$ cat src/logic/pcs_pkg.sv
// Constants and types for the program counter sequencer.
// What this block does
// - Divide the system clock into four phases; one instruction cycle is four clocks.
// - Fetch the next instruction while the previous one executes.
// - Any program counter change costs two cycles: prefetch dropped, dummy cycle inserted.
// - Increment the program counter by one after each fetch.
// - A true skip discards the prefetch, runs a dummy cycle, continues at PC plus two.
// - Low byte readable and writable at 06H; a write jumps within the current page.
// - Jump, call, return, reset and interrupt load the full twelve-bit target.
// - Vectors: reset 000, external 004, timer0 008, timer1 00C, USB 010.
// - The program counter is twelve bits wide.
// - A start-up timer of 1024 system clocks runs before execution begins.
// - Sixteen-level return stack; a call when full overwrites the oldest entry.
// - With the stack full, interrupts stay pending until a return frees a level.
package pcs_pkg;
	localparam int PC_W = 12;
	localparam int DATA_W = 8;
	localparam int ADDR_W = 8;
	localparam int PAGE_W = PC_W - DATA_W;
	localparam int STACK_DEPTH = 16;
	localparam int SP_W = 4;
	localparam int IRQ_N = 4;
	localparam logic [ADDR_W-1:0] PC_LOW_BYTE_ADDR = 8'h06;
	localparam logic [PC_W-1:0] VEC_RESET = 12'h000;
	localparam logic [PC_W-1:0] VEC_EXT = 12'h004;
	localparam logic [PC_W-1:0] VEC_TMR0 = 12'h008;
	localparam logic [PC_W-1:0] VEC_TMR1 = 12'h00c;
	localparam logic [PC_W-1:0] VEC_USB = 12'h010;
	localparam logic [PC_W-1:0] PC_ONE = 12'h001;
	localparam logic [PC_W-1:0] PC_TWO = 12'h002;
	localparam int STARTUP_TSYS = 1024;
	localparam int STARTUP_CYC = STARTUP_TSYS;
	localparam int STARTUP_W = 11;
	localparam logic [STARTUP_W-1:0] STARTUP_LAST = 11'h3ff;
	localparam logic [1:0] PHASE_LAST = 2'h3;
	localparam logic [3:0] PHASE_RESET = 4'h1;
	localparam logic [SP_W:0] COUNT_FULL = 5'h10;
	// Opcode classes delivered by the decoder with each executed instruction.
	typedef enum logic [2:0] {
		PCS_OP_NONE = 3'h0,
		PCS_OP_SKIP = 3'h1,
		PCS_OP_JUMP = 3'h2,
		PCS_OP_CALL = 3'h3,
		PCS_OP_RET = 3'h4
	} pcs_op_t;
	typedef enum logic [2:0] {
		PCS_ST_START = 3'b001,
		PCS_ST_RUN = 3'b010,
		PCS_ST_DUMMY = 3'b100
	} pcs_state_t;
endpackage : pcs_pkg

$ cat src/logic/pcs_sequencer.sv
// Program counter sequencer: phases, fetch address, return stack and low byte register.
//
// Local design decision: the plain strobed port.
module pcs_sequencer (
	// Clock and reset.
	input wire logic clk,
	input wire logic sys_rst,
	// Program memory fetch.
	output logic [pcs_pkg::PC_W-1:0] fetch_addr,
	output logic fetch_strobe,
	input wire logic [14:0] fetch_word,
	output logic [14:0] instr_word,
	output logic instr_valid,
	// Decoded instruction of the executing cycle.
	input wire logic [2:0] exec_op,
	input wire logic skip_true,
	input wire logic [pcs_pkg::PC_W-1:0] jump_target,
	// Interrupt requests, already enabled and masked: ext, tmr0, tmr1, usb.
	input wire logic [pcs_pkg::IRQ_N-1:0] irq_req,
	output logic [pcs_pkg::IRQ_N-1:0] irq_ack,
	// Register port.
	input wire logic [pcs_pkg::ADDR_W-1:0] reg_addr,
	input wire logic [pcs_pkg::DATA_W-1:0] reg_wdata,
	input wire logic reg_write,
	input wire logic reg_read,
	output logic [pcs_pkg::DATA_W-1:0] reg_rdata,
	// Status.
	output logic [3:0] phase_clk,
	output logic running,
	output logic stack_full,
	output logic [pcs_pkg::PC_W-1:0] pc
);
	import pcs_pkg::*;

	////////////////////////////////////////////////////////////////////////////////

	pcs_state_t state;
	logic [1:0] phase;
	logic [STARTUP_W-1:0] startup_cnt;
	logic [PC_W-1:0] stack_entry_bits [STACK_DEPTH];
	logic [SP_W-1:0] sp;
	logic [SP_W:0] depth;
	logic cycle_end;
	logic pcl_hit;
	logic irq_take;
	logic [PC_W-1:0] irq_vec;
	logic [IRQ_N-1:0] irq_sel;
	logic [PC_W-1:0] next_pc;
	logic redirect;
	logic do_push;
	logic do_pop;
	// Top of the return stack; a return on an empty stack reads a stale entry harmlessly.
	logic [PC_W-1:0] ret_addr;

	// The entry just under the pointer is the most recent return address.
	assign ret_addr = stack_entry_bits[sp - 4'h1];

	function automatic logic [PC_W-1:0] pc_add(input logic [PC_W-1:0] a, input logic [PC_W-1:0] b);
		pc_add = a + b;
	endfunction : pc_add

	// Classes that move the program counter on their own and so must not share a cycle.
	function automatic logic is_flow_op(input logic [2:0] op);
		is_flow_op = (op == PCS_OP_JUMP) || (op == PCS_OP_CALL) || (op == PCS_OP_RET);
	endfunction : is_flow_op

	assign cycle_end = (phase == PHASE_LAST);
	assign pcl_hit = reg_write && (reg_addr == PC_LOW_BYTE_ADDR);

	////////////////////////////////////////////////////////////////////////////////
	// Fixed-priority interrupt selection; gated while the stack is full.

	always_comb begin
		irq_sel = '0;
		irq_vec = VEC_EXT;
		if (irq_req[0]) begin
			irq_sel = 4'h1;
			irq_vec = VEC_EXT;
		end else if (irq_req[1]) begin
			irq_sel = 4'h2;
			irq_vec = VEC_TMR0;
		end else if (irq_req[2]) begin
			irq_sel = 4'h4;
			irq_vec = VEC_TMR1;
		end else if (irq_req[3]) begin
			irq_sel = 4'h8;
			irq_vec = VEC_USB;
		end
	end

	// Interrupts are taken only at a normal instruction boundary so a dummy cycle is never split.
	assign irq_take = (state == PCS_ST_RUN) && cycle_end && (|irq_req) && !stack_full
		&& !pcl_hit && !is_flow_op(exec_op);

	////////////////////////////////////////////////////////////////////////////////
	// Next fetch address.

	always_comb begin
		next_pc = pc_add(pc, PC_ONE);
		if (state == PCS_ST_RUN && cycle_end) begin
			if (irq_take) begin
				next_pc = irq_vec;
			end else if (pcl_hit) begin
				next_pc = {pc[PC_W-1:DATA_W], reg_wdata};
			end else begin
				case (exec_op)
					PCS_OP_JUMP, PCS_OP_CALL: begin
						next_pc = jump_target;
					end
					PCS_OP_RET: begin
						next_pc = ret_addr;
					end
					default: begin
						// A taken skip steps by one here; the dummy cycle adds the second step.
						next_pc = pc_add(pc, PC_ONE);
					end
				endcase
			end
		end
	end

	////////////////////////////////////////////////////////////////////////////////
	// Control flags, kept apart from the address so each decision reads on its own.

	always_comb begin
		redirect = 1'b0;
		do_push = 1'b0;
		do_pop = 1'b0;
		if (state == PCS_ST_RUN && cycle_end) begin
			if (irq_take) begin
				redirect = 1'b1;
				do_push = 1'b1;
			end else if (pcl_hit) begin
				redirect = 1'b1;
			end else begin
				case (exec_op)
					PCS_OP_SKIP: begin
						redirect = skip_true;
					end
					PCS_OP_JUMP: begin
						redirect = 1'b1;
					end
					PCS_OP_CALL: begin
						redirect = 1'b1;
						do_push = 1'b1;
					end
					PCS_OP_RET: begin
						redirect = 1'b1;
						do_pop = 1'b1;
					end
					default: begin
						redirect = 1'b0;
					end
				endcase
			end
		end
	end

	////////////////////////////////////////////////////////////////////////////////
	// Phase divider and state.

	always_ff @(posedge clk or posedge sys_rst) begin
		if (sys_rst) begin
			phase <= '0;
		end else begin
			phase <= phase + 2'h1;
		end
	end

	// The one-hot ring runs free so the phases stay aligned with the counter after reset.
	always_ff @(posedge clk or posedge sys_rst) begin
		if (sys_rst) begin
			phase_clk <= PHASE_RESET;
		end else begin
			phase_clk <= {phase_clk[2:0], phase_clk[3]};
		end
	end

	// The counter stops at its last value and is never reused, so no reload path is needed.
	always_ff @(posedge clk or posedge sys_rst) begin
		if (sys_rst) begin
			startup_cnt <= '0;
		end else if (state == PCS_ST_START && startup_cnt != STARTUP_LAST) begin
			startup_cnt <= startup_cnt + 11'h001;
		end
	end

	// Execution starts only on a cycle boundary, so the first fetch sees a whole cycle.
	// A redirect always inserts exactly one dummy cycle before normal flow resumes.
	always_ff @(posedge clk or posedge sys_rst) begin
		if (sys_rst) begin
			state <= PCS_ST_START;
		end else begin
			case (state)
				PCS_ST_START: begin
					if (startup_cnt == STARTUP_LAST && cycle_end) begin
						state <= PCS_ST_RUN;
					end
				end
				PCS_ST_RUN: begin
					if (redirect) begin
						state <= PCS_ST_DUMMY;
					end
				end
				PCS_ST_DUMMY: begin
					if (cycle_end) begin
						state <= PCS_ST_RUN;
					end
				end
				default: begin
					state <= PCS_ST_START;
				end
			endcase
		end
	end

	////////////////////////////////////////////////////////////////////////////////
	// Program counter and pipelined fetch.

	always_ff @(posedge clk or posedge sys_rst) begin
		if (sys_rst) begin
			pc <= VEC_RESET;
		end else if (state == PCS_ST_RUN && cycle_end) begin
			pc <= next_pc;
		end else if (state == PCS_ST_DUMMY && cycle_end) begin
			pc <= pc_add(pc, PC_ONE);
		end
	end

	// The word is latched at the end of each cycle; after a redirect it is dropped.
	always_ff @(posedge clk or posedge sys_rst) begin
		if (sys_rst) begin
			instr_word <= '0;
		end else if (cycle_end && state != PCS_ST_START) begin
			instr_word <= fetch_word;
		end
	end

	always_ff @(posedge clk or posedge sys_rst) begin
		if (sys_rst) begin
			instr_valid <= 1'b0;
		end else if (cycle_end && state != PCS_ST_START) begin
			instr_valid <= !(state == PCS_ST_RUN && redirect);
		end
	end

	// The address lags the counter by one clock so memory sees a settled value.
	always_ff @(posedge clk or posedge sys_rst) begin
		if (sys_rst) begin
			fetch_addr <= VEC_RESET;
		end else begin
			fetch_addr <= pc;
		end
	end

	always_ff @(posedge clk or posedge sys_rst) begin
		if (sys_rst) begin
			fetch_strobe <= 1'b0;
		end else begin
			fetch_strobe <= (state != PCS_ST_START) && (phase == 2'h0);
		end
	end

	////////////////////////////////////////////////////////////////////////////////
	// Return stack; a full stack wraps so the oldest entry is lost.

	// Calls and interrupts both save the address already being prefetched.
	always_ff @(posedge clk or posedge sys_rst) begin
		if (sys_rst) begin
			for (int i = 0; i < STACK_DEPTH; i++) begin
				stack_entry_bits[i] <= '0;
			end
		end else if (do_push) begin
			stack_entry_bits[sp] <= pc;
		end
	end

	////////////////////////////////////////////////////////////////////////////////
	// Stack pointer and fill level.

	// The pointer wraps on purpose; a full stack silently loses its oldest entry.
	always_ff @(posedge clk or posedge sys_rst) begin
		if (sys_rst) begin
			sp <= '0;
		end else if (do_push) begin
			sp <= sp + 4'h1;
		end else if (do_pop && depth != '0) begin
			sp <= sp - 4'h1;
		end
	end

	// The fill level saturates so that one pop after an overflow clears the full flag.
	always_ff @(posedge clk or posedge sys_rst) begin
		if (sys_rst) begin
			depth <= '0;
		end else if (do_push && depth != COUNT_FULL) begin
			depth <= depth + 5'h01;
		end else if (do_pop && depth != '0) begin
			depth <= depth - 5'h01;
		end
	end

	always_ff @(posedge clk or posedge sys_rst) begin
		if (sys_rst) begin
			stack_full <= 1'b0;
		end else if (do_push) begin
			stack_full <= (depth >= COUNT_FULL - 5'h01);
		end else if (do_pop && depth != '0) begin
			stack_full <= 1'b0;
		end
	end

	////////////////////////////////////////////////////////////////////////////////
	// Interrupt acknowledge.

	// Requests are levels held by their sources, so a refused one is simply taken later.
	always_ff @(posedge clk or posedge sys_rst) begin
		if (sys_rst) begin
			irq_ack <= '0;
		end else begin
			irq_ack <= irq_take ? irq_sel : '0;
		end
	end

	////////////////////////////////////////////////////////////////////////////////
	// Register port and status.

	always_ff @(posedge clk or posedge sys_rst) begin
		if (sys_rst) begin
			reg_rdata <= '0;
		end else if (reg_read && reg_addr == PC_LOW_BYTE_ADDR) begin
			reg_rdata <= pc[DATA_W-1:0];
		end else begin
			reg_rdata <= '0;
		end
	end

	always_ff @(posedge clk or posedge sys_rst) begin
		if (sys_rst) begin
			running <= 1'b0;
		end else begin
			running <= (state != PCS_ST_START);
		end
	end

endmodule : pcs_sequencer

$ cat config.mk
export PLATFORM = sky130hd
export DESIGN_NAME = pcs_sequencer
export DESIGN_NICKNAME = d
export VERILOG_FILES = /design/src/logic/pcs_pkg.sv /design/src/logic/pcs_sequencer.sv
export SDC_FILE = /design/constraint.sdc
export NUM_CORES = 1
export LEC_CHECK = 0
export ABC_AREA = 0
export BUFFER_PORTS_ARGS = -buffer_cell sky130_fd_sc_hd__buf_4
export CORE_MARGIN = 4
export CORE_UTILIZATION = 67
export CTS_BUF_LIST = sky130_fd_sc_hd__clkbuf_8
export DETAILED_ROUTE_END_ITERATION = 10
export GPL_ROUTABILITY_DRIVEN = 0
export GPL_TIMING_DRIVEN = 0
export PLACE_DENSITY = 0.95
export SYNTH_ARGS = -nofsm -noshare
export SYNTH_HDL_FRONTEND = slang
export SYNTH_SLANG_ARGS = --single-unit
$ cat constraint.sdc
create_clock -name clk -period 19.74 [get_ports clk]
set_input_delay 0.987 -clock clk [delete_from_list [all_inputs] [get_ports clk]]
set_output_delay 0.987 -clock clk [all_outputs]
set_load 0.1 [all_outputs]
==> results of run 1 <==
-- routing by layer --
layer | routed length, um | GRT usage | vias up
met1 | 12700 | 0.411 | 4654
met5 | 0 | 0 | -
met4 | 2250 | 0.178 | 0
li1 | - | - | 3786
met2 | 17000 | 0.536 | 711
met3 | 3880 | 0.0868 | 205
-- metrics by stage --
stage	setup slack, ps	hold slack (ps)	instances
floorplan	11150	418	930
global placement	8550	365	1303
detailed placement	15230	368	1305
CTS	15140	377	1385
global route	14830	389	1385
finish	15060	372	1385
-- registers in the layout, indices dropped and copies added (netlist names) --
name	count
stack_entry_bits	192
instr_word	15
fetch_addr	12
pc	12
startup_cnt	11
reg_rdata	8
depth	5
irq_ack	4
phase_clk	4
sp	4
state	3
phase	2
fetch_strobe	1
instr_valid	1
running	1
stack_full	1
-- cell type report --
type	instances	area [sq um]
plain buffers	69	389
clock buffers	58	798
clock inverters	22	92.6
fillers	1014	3770
inverters	16	67.6
multi-input cells	569	5700
flip-flops and latches	276	6910
well taps	260	325
repair buffers	115	903
-- logic make-up (layout without fill, tap and decap cells) --
kind of cell    after synthesis  count (layout)
buf+inv                      85             280
mux                         273             273
simple gates                159             159
fa+ha+maj                    13              13
xor+xnor                     22              22
compound gates              102             102
flops                       276             276
-- cells in the mapped netlist, types with 3 or more instances --
master | n | area share
sky130_fd_sc_hd__inv_1 | 16 | 0.0046
sky130_fd_sc_hd__a21o_1 | 5 | 0.0029
sky130_fd_sc_hd__a31oi_1 | 4 | 0.0019
sky130_fd_sc_hd__buf_2 | 8 | 0.0031
sky130_fd_sc_hd__o21a_1 | 4 | 0.0023
sky130_fd_sc_hd__or4_1 | 3 | 0.0017
sky130_fd_sc_hd__nor2_1 | 25 | 0.0072
sky130_fd_sc_hd__ha_1 | 12 | 0.012
sky130_fd_sc_hd__and3_1 | 7 | 0.0034
sky130_fd_sc_hd__nand3_1 | 20 | 0.0077
sky130_fd_sc_hd__mux2i_1 | 3 | 0.0023
sky130_fd_sc_hd__nand4_1 | 10 | 0.0048
sky130_fd_sc_hd__mux4_2 | 56 | 0.097
sky130_fd_sc_hd__mux2_2 | 214 | 0.18
sky130_fd_sc_hd__xnor2_1 | 12 | 0.0081
sky130_fd_sc_hd__nand2b_1 | 6 | 0.0029
sky130_fd_sc_hd__a22oi_1 | 3 | 0.0017
sky130_fd_sc_hd__clkbuf_1 | 37 | 0.011
sky130_fd_sc_hd__nand2_1 | 28 | 0.0081
sky130_fd_sc_hd__a32oi_1 | 4 | 0.0027
sky130_fd_sc_hd__xor2_1 | 10 | 0.0067
sky130_fd_sc_hd__nor2b_1 | 5 | 0.0024
sky130_fd_sc_hd__o21ai_0 | 24 | 0.0092
sky130_fd_sc_hd__nand3_2 | 7 | 0.0054
sky130_fd_sc_hd__nor3_1 | 9 | 0.0035
sky130_fd_sc_hd__and4_1 | 5 | 0.0034
sky130_fd_sc_hd__a211oi_1 | 3 | 0.0017
sky130_fd_sc_hd__a21oi_1 | 19 | 0.0073
sky130_fd_sc_hd__o31ai_1 | 4 | 0.0023
sky130_fd_sc_hd__and2_1 | 13 | 0.0062
sky130_fd_sc_hd__buf_4 | 10 | 0.0058
sky130_fd_sc_hd__o211ai_1 | 3 | 0.0017
sky130_fd_sc_hd__dfrtp_1 | 274 | 0.53
sky130_fd_sc_hd__buf_6 | 11 | 0.0095
sky130_fd_sc_hd__buf_1 | 3 | 0.00086
sky130_fd_sc_hd__nor4_1 | 7 | 0.0034
-- final timing paths --
check                          endpoint  slack, ps  cells after the start
max                               pc[2]      15060                     13
min                        phase_clk[3]        370                      0
max reg2reg                       pc[2]      15060                     13
min reg2reg                phase_clk[3]        370                      0
max in group asynchronous        pc[10]      18270                      3
min in group asynchronous  phase_clk[3]        460                      2
-- power groups by stage --
stage	logic, mW	registers, mW	clock network (mW)
global placement	0.0435	0.579	0
floorplan	0.0140	0.592	0
detailed placement	0.0459	0.579	0
finish	0.0457	0.569	0.492
CTS	0.0463	0.569	0.492
global route	0.0491	0.568	0.521
==> results.cfg, run 1 <==
[outcome]
status = finished, final reports clean

[global_route]
global_route_wire_length_before_repair_um = 55300
track_usage = 0.331
globalRouteOverflowTotal = 0
vias_in_the_first_global_route = 9820
maximum_number_of_pins_on_one_net_before_global_route_repair = 129
antenna_found_initial = 1

[yosys]
yosys.area_share.simple = 0.0695
synthMuxAreaShare = 0.284
adder_cell_share_of_the_synthesized_area = 0.0130
syn_nets = 998
postSynthRegisterBits = 276
yosys_warnings = 0
synth_edf_count = 0
synth_area_per_cell_sq_um = 14.0
dominant_combinational_cell_family_by_area_after_synthesis = multiplexers
ys_types = 70
post_synthesis_xor_xnor_area_fraction = 0.0148
synth-compound-area-share = 0.0552
synth_top_flop_cell = sky130_fd_sc_hd__dfrtp_1
synth-async-reset-ratio = 1.00
yosysSeqAreaShare = 0.529
synth_area_sq_mm = 0.0131
syn-instance-count = 930

[placed_design]
detail_placement_hpwl_um = 22800
io_buffer_count = 113
postPlaceCellArea_sq_mm = 0.0143

[final_layout]
area_growth_syn_to_fin_pct = 16.4
antenna_cells = 0
postLayoutCellArea_sq_mm = 0.0152
final_common_cell = sky130_fd_sc_hd__dfrtp_1
postLayoutCoreUtil = 0.801
finish.net_count = 1159
layout_common_cells = sky130_fd_sc_hd__dfrtp_1 (274), sky130_fd_sc_hd__mux2_2 (214), sky130_fd_sc_hd__buf_4 (123)
final_layout_size_suffix_gt1_frac = 0.440

[setup_path]
crit_path_max_incr_delay_ps = 620
cp-start-kind = flop
crit_arrival_ps = 5100
timing.critical_path.max_delay_family = buffers and inverters
setup.worst_path.start = sp[0]
cp_common_cell = sky130_fd_sc_hd__buf_2
critical_path_required_ps = 20160
worst_path_buf_inv = 7
crit_type = flop to flop
cp-end-kind = flop
slowest_stage_cell_on_the_critical_path = sky130_fd_sc_hd__clkbuf_1
cp_max_fo = 10
worst_r2r_startpoint = sp[0]
crit_path_cell_trace = buf_4 -> buf_2 -> buf_2 -> inv_1 -> ha_1 -> buf_2 -> clkbuf_1 -> clkbuf_1 -> mux4_2 -> o21ai_0 -> a21boi_0 -> a311oi_1 -> o21ai_0

[floorplanning]
design.portCount = 114
die_y_um = 148
dieWidth_um = 148
rows = 50
die_area_sq_mm = 0.0218
initial_utilization = 0.688
core-area_sq_mm = 0.0190

[power_and_ir_drop]
power_per_unit_of_standard_cell_area_mw_per_mm2 = 72.9
combPwrFrac = 0.041
pwr-share-clk = 0.445
power.share.switching = 0.238
sequential_cell_fraction_of_total_power = 0.514
design_power_total_mw = 1.11
leakage_power_of_the_design_nw = 7.34
net_load_switching_power_mw = 0.263
worst_ir_drop_vdd_mv = 0.0591
cellInternalPower_mw = 0.843

[cts]
post_cts_setup_bufs = 0
post_cts_hold_buffer_count = 0
ctsRootBufferMaster = sky130_fd_sc_hd__clkbuf_8
max-clock-path-buffers = 3
cts.clk_slew.worst_paths_ps = 70
h-tree-depth = 2
cts_buffers = 44
tritoncts = yes
clk-insertion-delay-late_ps = 570
clkSinkCount = 276
cts_repair_resize_count = 0

[sta]
setup_viol = 0
count_of_endpoints_failing_hold_in_the_final_timing_report = 0
worst_clock_skew_ps = 23.3
final_min_period_over_clock_period = 0.237
setup_tns_ps = 0
tightestPinTransition_ps = 974
timing.final.max_slew_violations = 0
fin_crit_ps = 4680
max_freq_mhz = 214
relative_slew_margins = 0.347
rsz0062_at_grt = false

[flow_run]
timing.max_cap.violations = 0

[worst_hold_path]
worst_hold_path_type = flop to flop
hold_path.startpoint = phase_clk[2]

[route]
vias = 9356
routed_wire_length_per_instance_um = 25.9
ant_nets = 0
remaining_drc_errors = 0
detail_route.iter0.violations = 905
post_drt_via_cell_ratio = 6.76
total_wirelength_um = 35800
first_pass_iters = 6
(Power assumes the default switching activity.)
==> run 2: changes to the inputs <==
Settings changed: CORE_UTILIZATION 67 to 56, PLACE_DENSITY 0.95 to 0.88.
Clock period 19.74 ns to 4 ns, I/O delays scaled along.
==> run 2 against run 1 <==
Effect of this change: wire length fell by 3.3%; register-to-register slack got worse by 15000 ps; sequential share of layout area fell by 1.2 points; worst setup slack got worse by 15000 ps; count of clock-buffer cells in the layout fell by 3; cell area rose by 2.6%; non-clock buffer count rose by 32; die area rose by 19%; critical endpoint unchanged; largest power group unchanged.
==> results.cfg, run 2 (synthesized netlist as in run 1, its figures left out) <==
[outcome]
status = finished, final reports clean

[floorplanning]
die_y_um = 161
design.portCount = 114
rows = 55
initial_utilization = 0.573
core-area_sq_mm = 0.0228
dieWidth_um = 161
die_area_sq_mm = 0.0258

[sta]
worst_clock_skew_ps = 23.6
relative_slew_margins = 0.441
fin_crit_ps = 3780
count_of_endpoints_failing_hold_in_the_final_timing_report = 0
timing.final.max_slew_violations = 0
tightestPinTransition_ps = 835
max_freq_mhz = 264
rsz0062_at_grt = false
setup_viol = 0
final_min_period_over_clock_period = 0.946
fin_hold_ws_ps = 39.6

[cts]
cts_buffers = 45
h-tree-depth = 2
tritoncts = yes
clk-insertion-delay-late_ps = 560
ctsRootBufferMaster = sky130_fd_sc_hd__clkbuf_8
cts.clk_slew.worst_paths_ps = 70
clkSinkCount = 276
max-clock-path-buffers = 3

[final_layout]
final_common_cell = sky130_fd_sc_hd__dfrtp_1
reg_top3 = stack_entry_bits: 192 flops, instr_word: 15 flops
postLayoutCellArea_sq_mm = 0.0156
area_growth_syn_to_fin_pct = 19.4
multi_input_area_sq_mm = 0.00570
area.sequential_sq_mm = 0.00691
finish.net_count = 1192
antenna_cells = 0
regMostFlops = stack_entry_bits
layout_common_cells = sky130_fd_sc_hd__dfrtp_1 (274), sky130_fd_sc_hd__mux2_2 (214), sky130_fd_sc_hd__buf_4 (124)
filler_cell_count = 1471
final_layout_size_suffix_gt1_frac = 0.437
largest_register_ffs = 192

[setup_path]
crit_arrival_ps = 4200
cp-end-kind = flop
timing.reg2reg.worst_path_depth = 12
crit_path_cell_trace = buf_4 -> buf_6 -> clkbuf_4 -> inv_1 -> ha_1 -> buf_2 -> buf_4 -> clkbuf_4 -> mux4_2 -> mux2_2 -> a311oi_1 -> o21ai_0
slowest_stage_cell_on_the_critical_path = sky130_fd_sc_hd__dfrtp_1
crit_path_max_incr_delay_ps = 410
setup.worst_path.start = sp[0]
worst_r2r_startpoint = sp[0]
worst_reg_to_reg_setup_slack_ps = 220
critical_path_required_ps = 4420
cp_max_fo = 10
crit_type = flop to flop
cp-start-kind = flop

[flow_run]
timing.max_cap.violations = 0

[power_and_ir_drop]
worst_ir_drop_vdd_mv = 0.198
leakage_power_of_the_design_nw = 7.47
power_per_unit_of_standard_cell_area_mw_per_mm2 = 347

[worst_hold_path]
hold_path_depth = 3
hold_path.startpoint = reg_wdata[6]
worst_hold_path_type = input port to flop

[global_route]
track_usage = 0.271
antenna_found_initial = 0
maximum_number_of_pins_on_one_net_before_global_route_repair = 43
globalRouteOverflowTotal = 0
global_route_wire_length_before_repair_um = 54600
vias_in_the_first_global_route = 9728

[route]
first_pass_iters = 5
post_drt_via_cell_ratio = 6.23
detail_route.iter0.violations = 717
total_wirelength_um = 34600
vias = 9137
ant_nets = 0
remaining_drc_errors = 0
routed_wire_length_per_instance_um = 23.6

[placed_design]
detail_placement_hpwl_um = 22800
postPlaceCellArea_sq_mm = 0.0144
io_buffer_count = 113
run 2: changes by cell type in the layout (fill, tap and decap cells not counted), sizes merged:
cell / change
dlygate4sd3: +27
inv: -5
clkinv: +1
clkbuf: -3
buf: +5
clkinvlp: +3
run 2: stage by stage:
stage	instances	TNS, ps	setup WS (ps)	power (mW)	utilization
final	1466	0	218	5.41	0.684
after global routing	1466	0	54.5	5.58	0.684
after CTS	1466	0	33.4	5.42	0.683
after detailed placement	1363	-3370	-578	3.09	0.634
after global placement	1356	-359140	-1320	3.07	0.628
after floorplan	930	0	150	2.99	-
run 2: path summary, 6_finish.rpt:
path                                 to
hold / removal                    pc[6]
setup / recovery                  pc[2]
setup reg to reg                  pc[2]
max in group asynchronous      state[0]
hold reg to reg            phase_clk[3]
min in group asynchronous  phase_clk[3]
run 2: worst max-delay path, delay by kind of cell, from the launching register on:
| kind | cells | cell delay, ps |
|---|---|---|
| adder cells (fa/ha/maj) | 1 | 300 |
| flip-flops | 1 | 410 |
| buffers and inverters | 7 | 1720 |
| AO/OA/AOI/OAI | 2 | 520 |
| multiplexers | 2 | 660 |
run 2: power by group:
part	switching [mW]	leakage, nW	internal (mW)
Sequential	0.00488	3.69	2.80
Combinational	0.169	3.29	0.0906
Clock	1.11	0.494	1.23
run 2: timing repair:
action,in CTS,in global routing
setup buffers,0,0
cloned,0,0
endpoints found under the hold margin,69,0
setup endpoints to repair,12,7
resized for setup,7,8
hold buffers,27,0
run 2: area by class of cell:
cell class,instances,share of cell area
buffer,69,0.0263
clock buffer,55,0.0486
clock inverter,21,0.00570
inverter,16,0.00410
multi-input combinational,569,0.366
sequential,276,0.443
tap,313,0.0251
timing repair buffer,147,0.0808
run 2: metal layers:
metal	track usage	routed length, um	vias to the layer above
met3	0.0588	2990	105
met5	0	0	-
li1	-	-	3843
met2	0.448	16800	533
met1	0.353	13500	4656
met4	0.107	1330	0
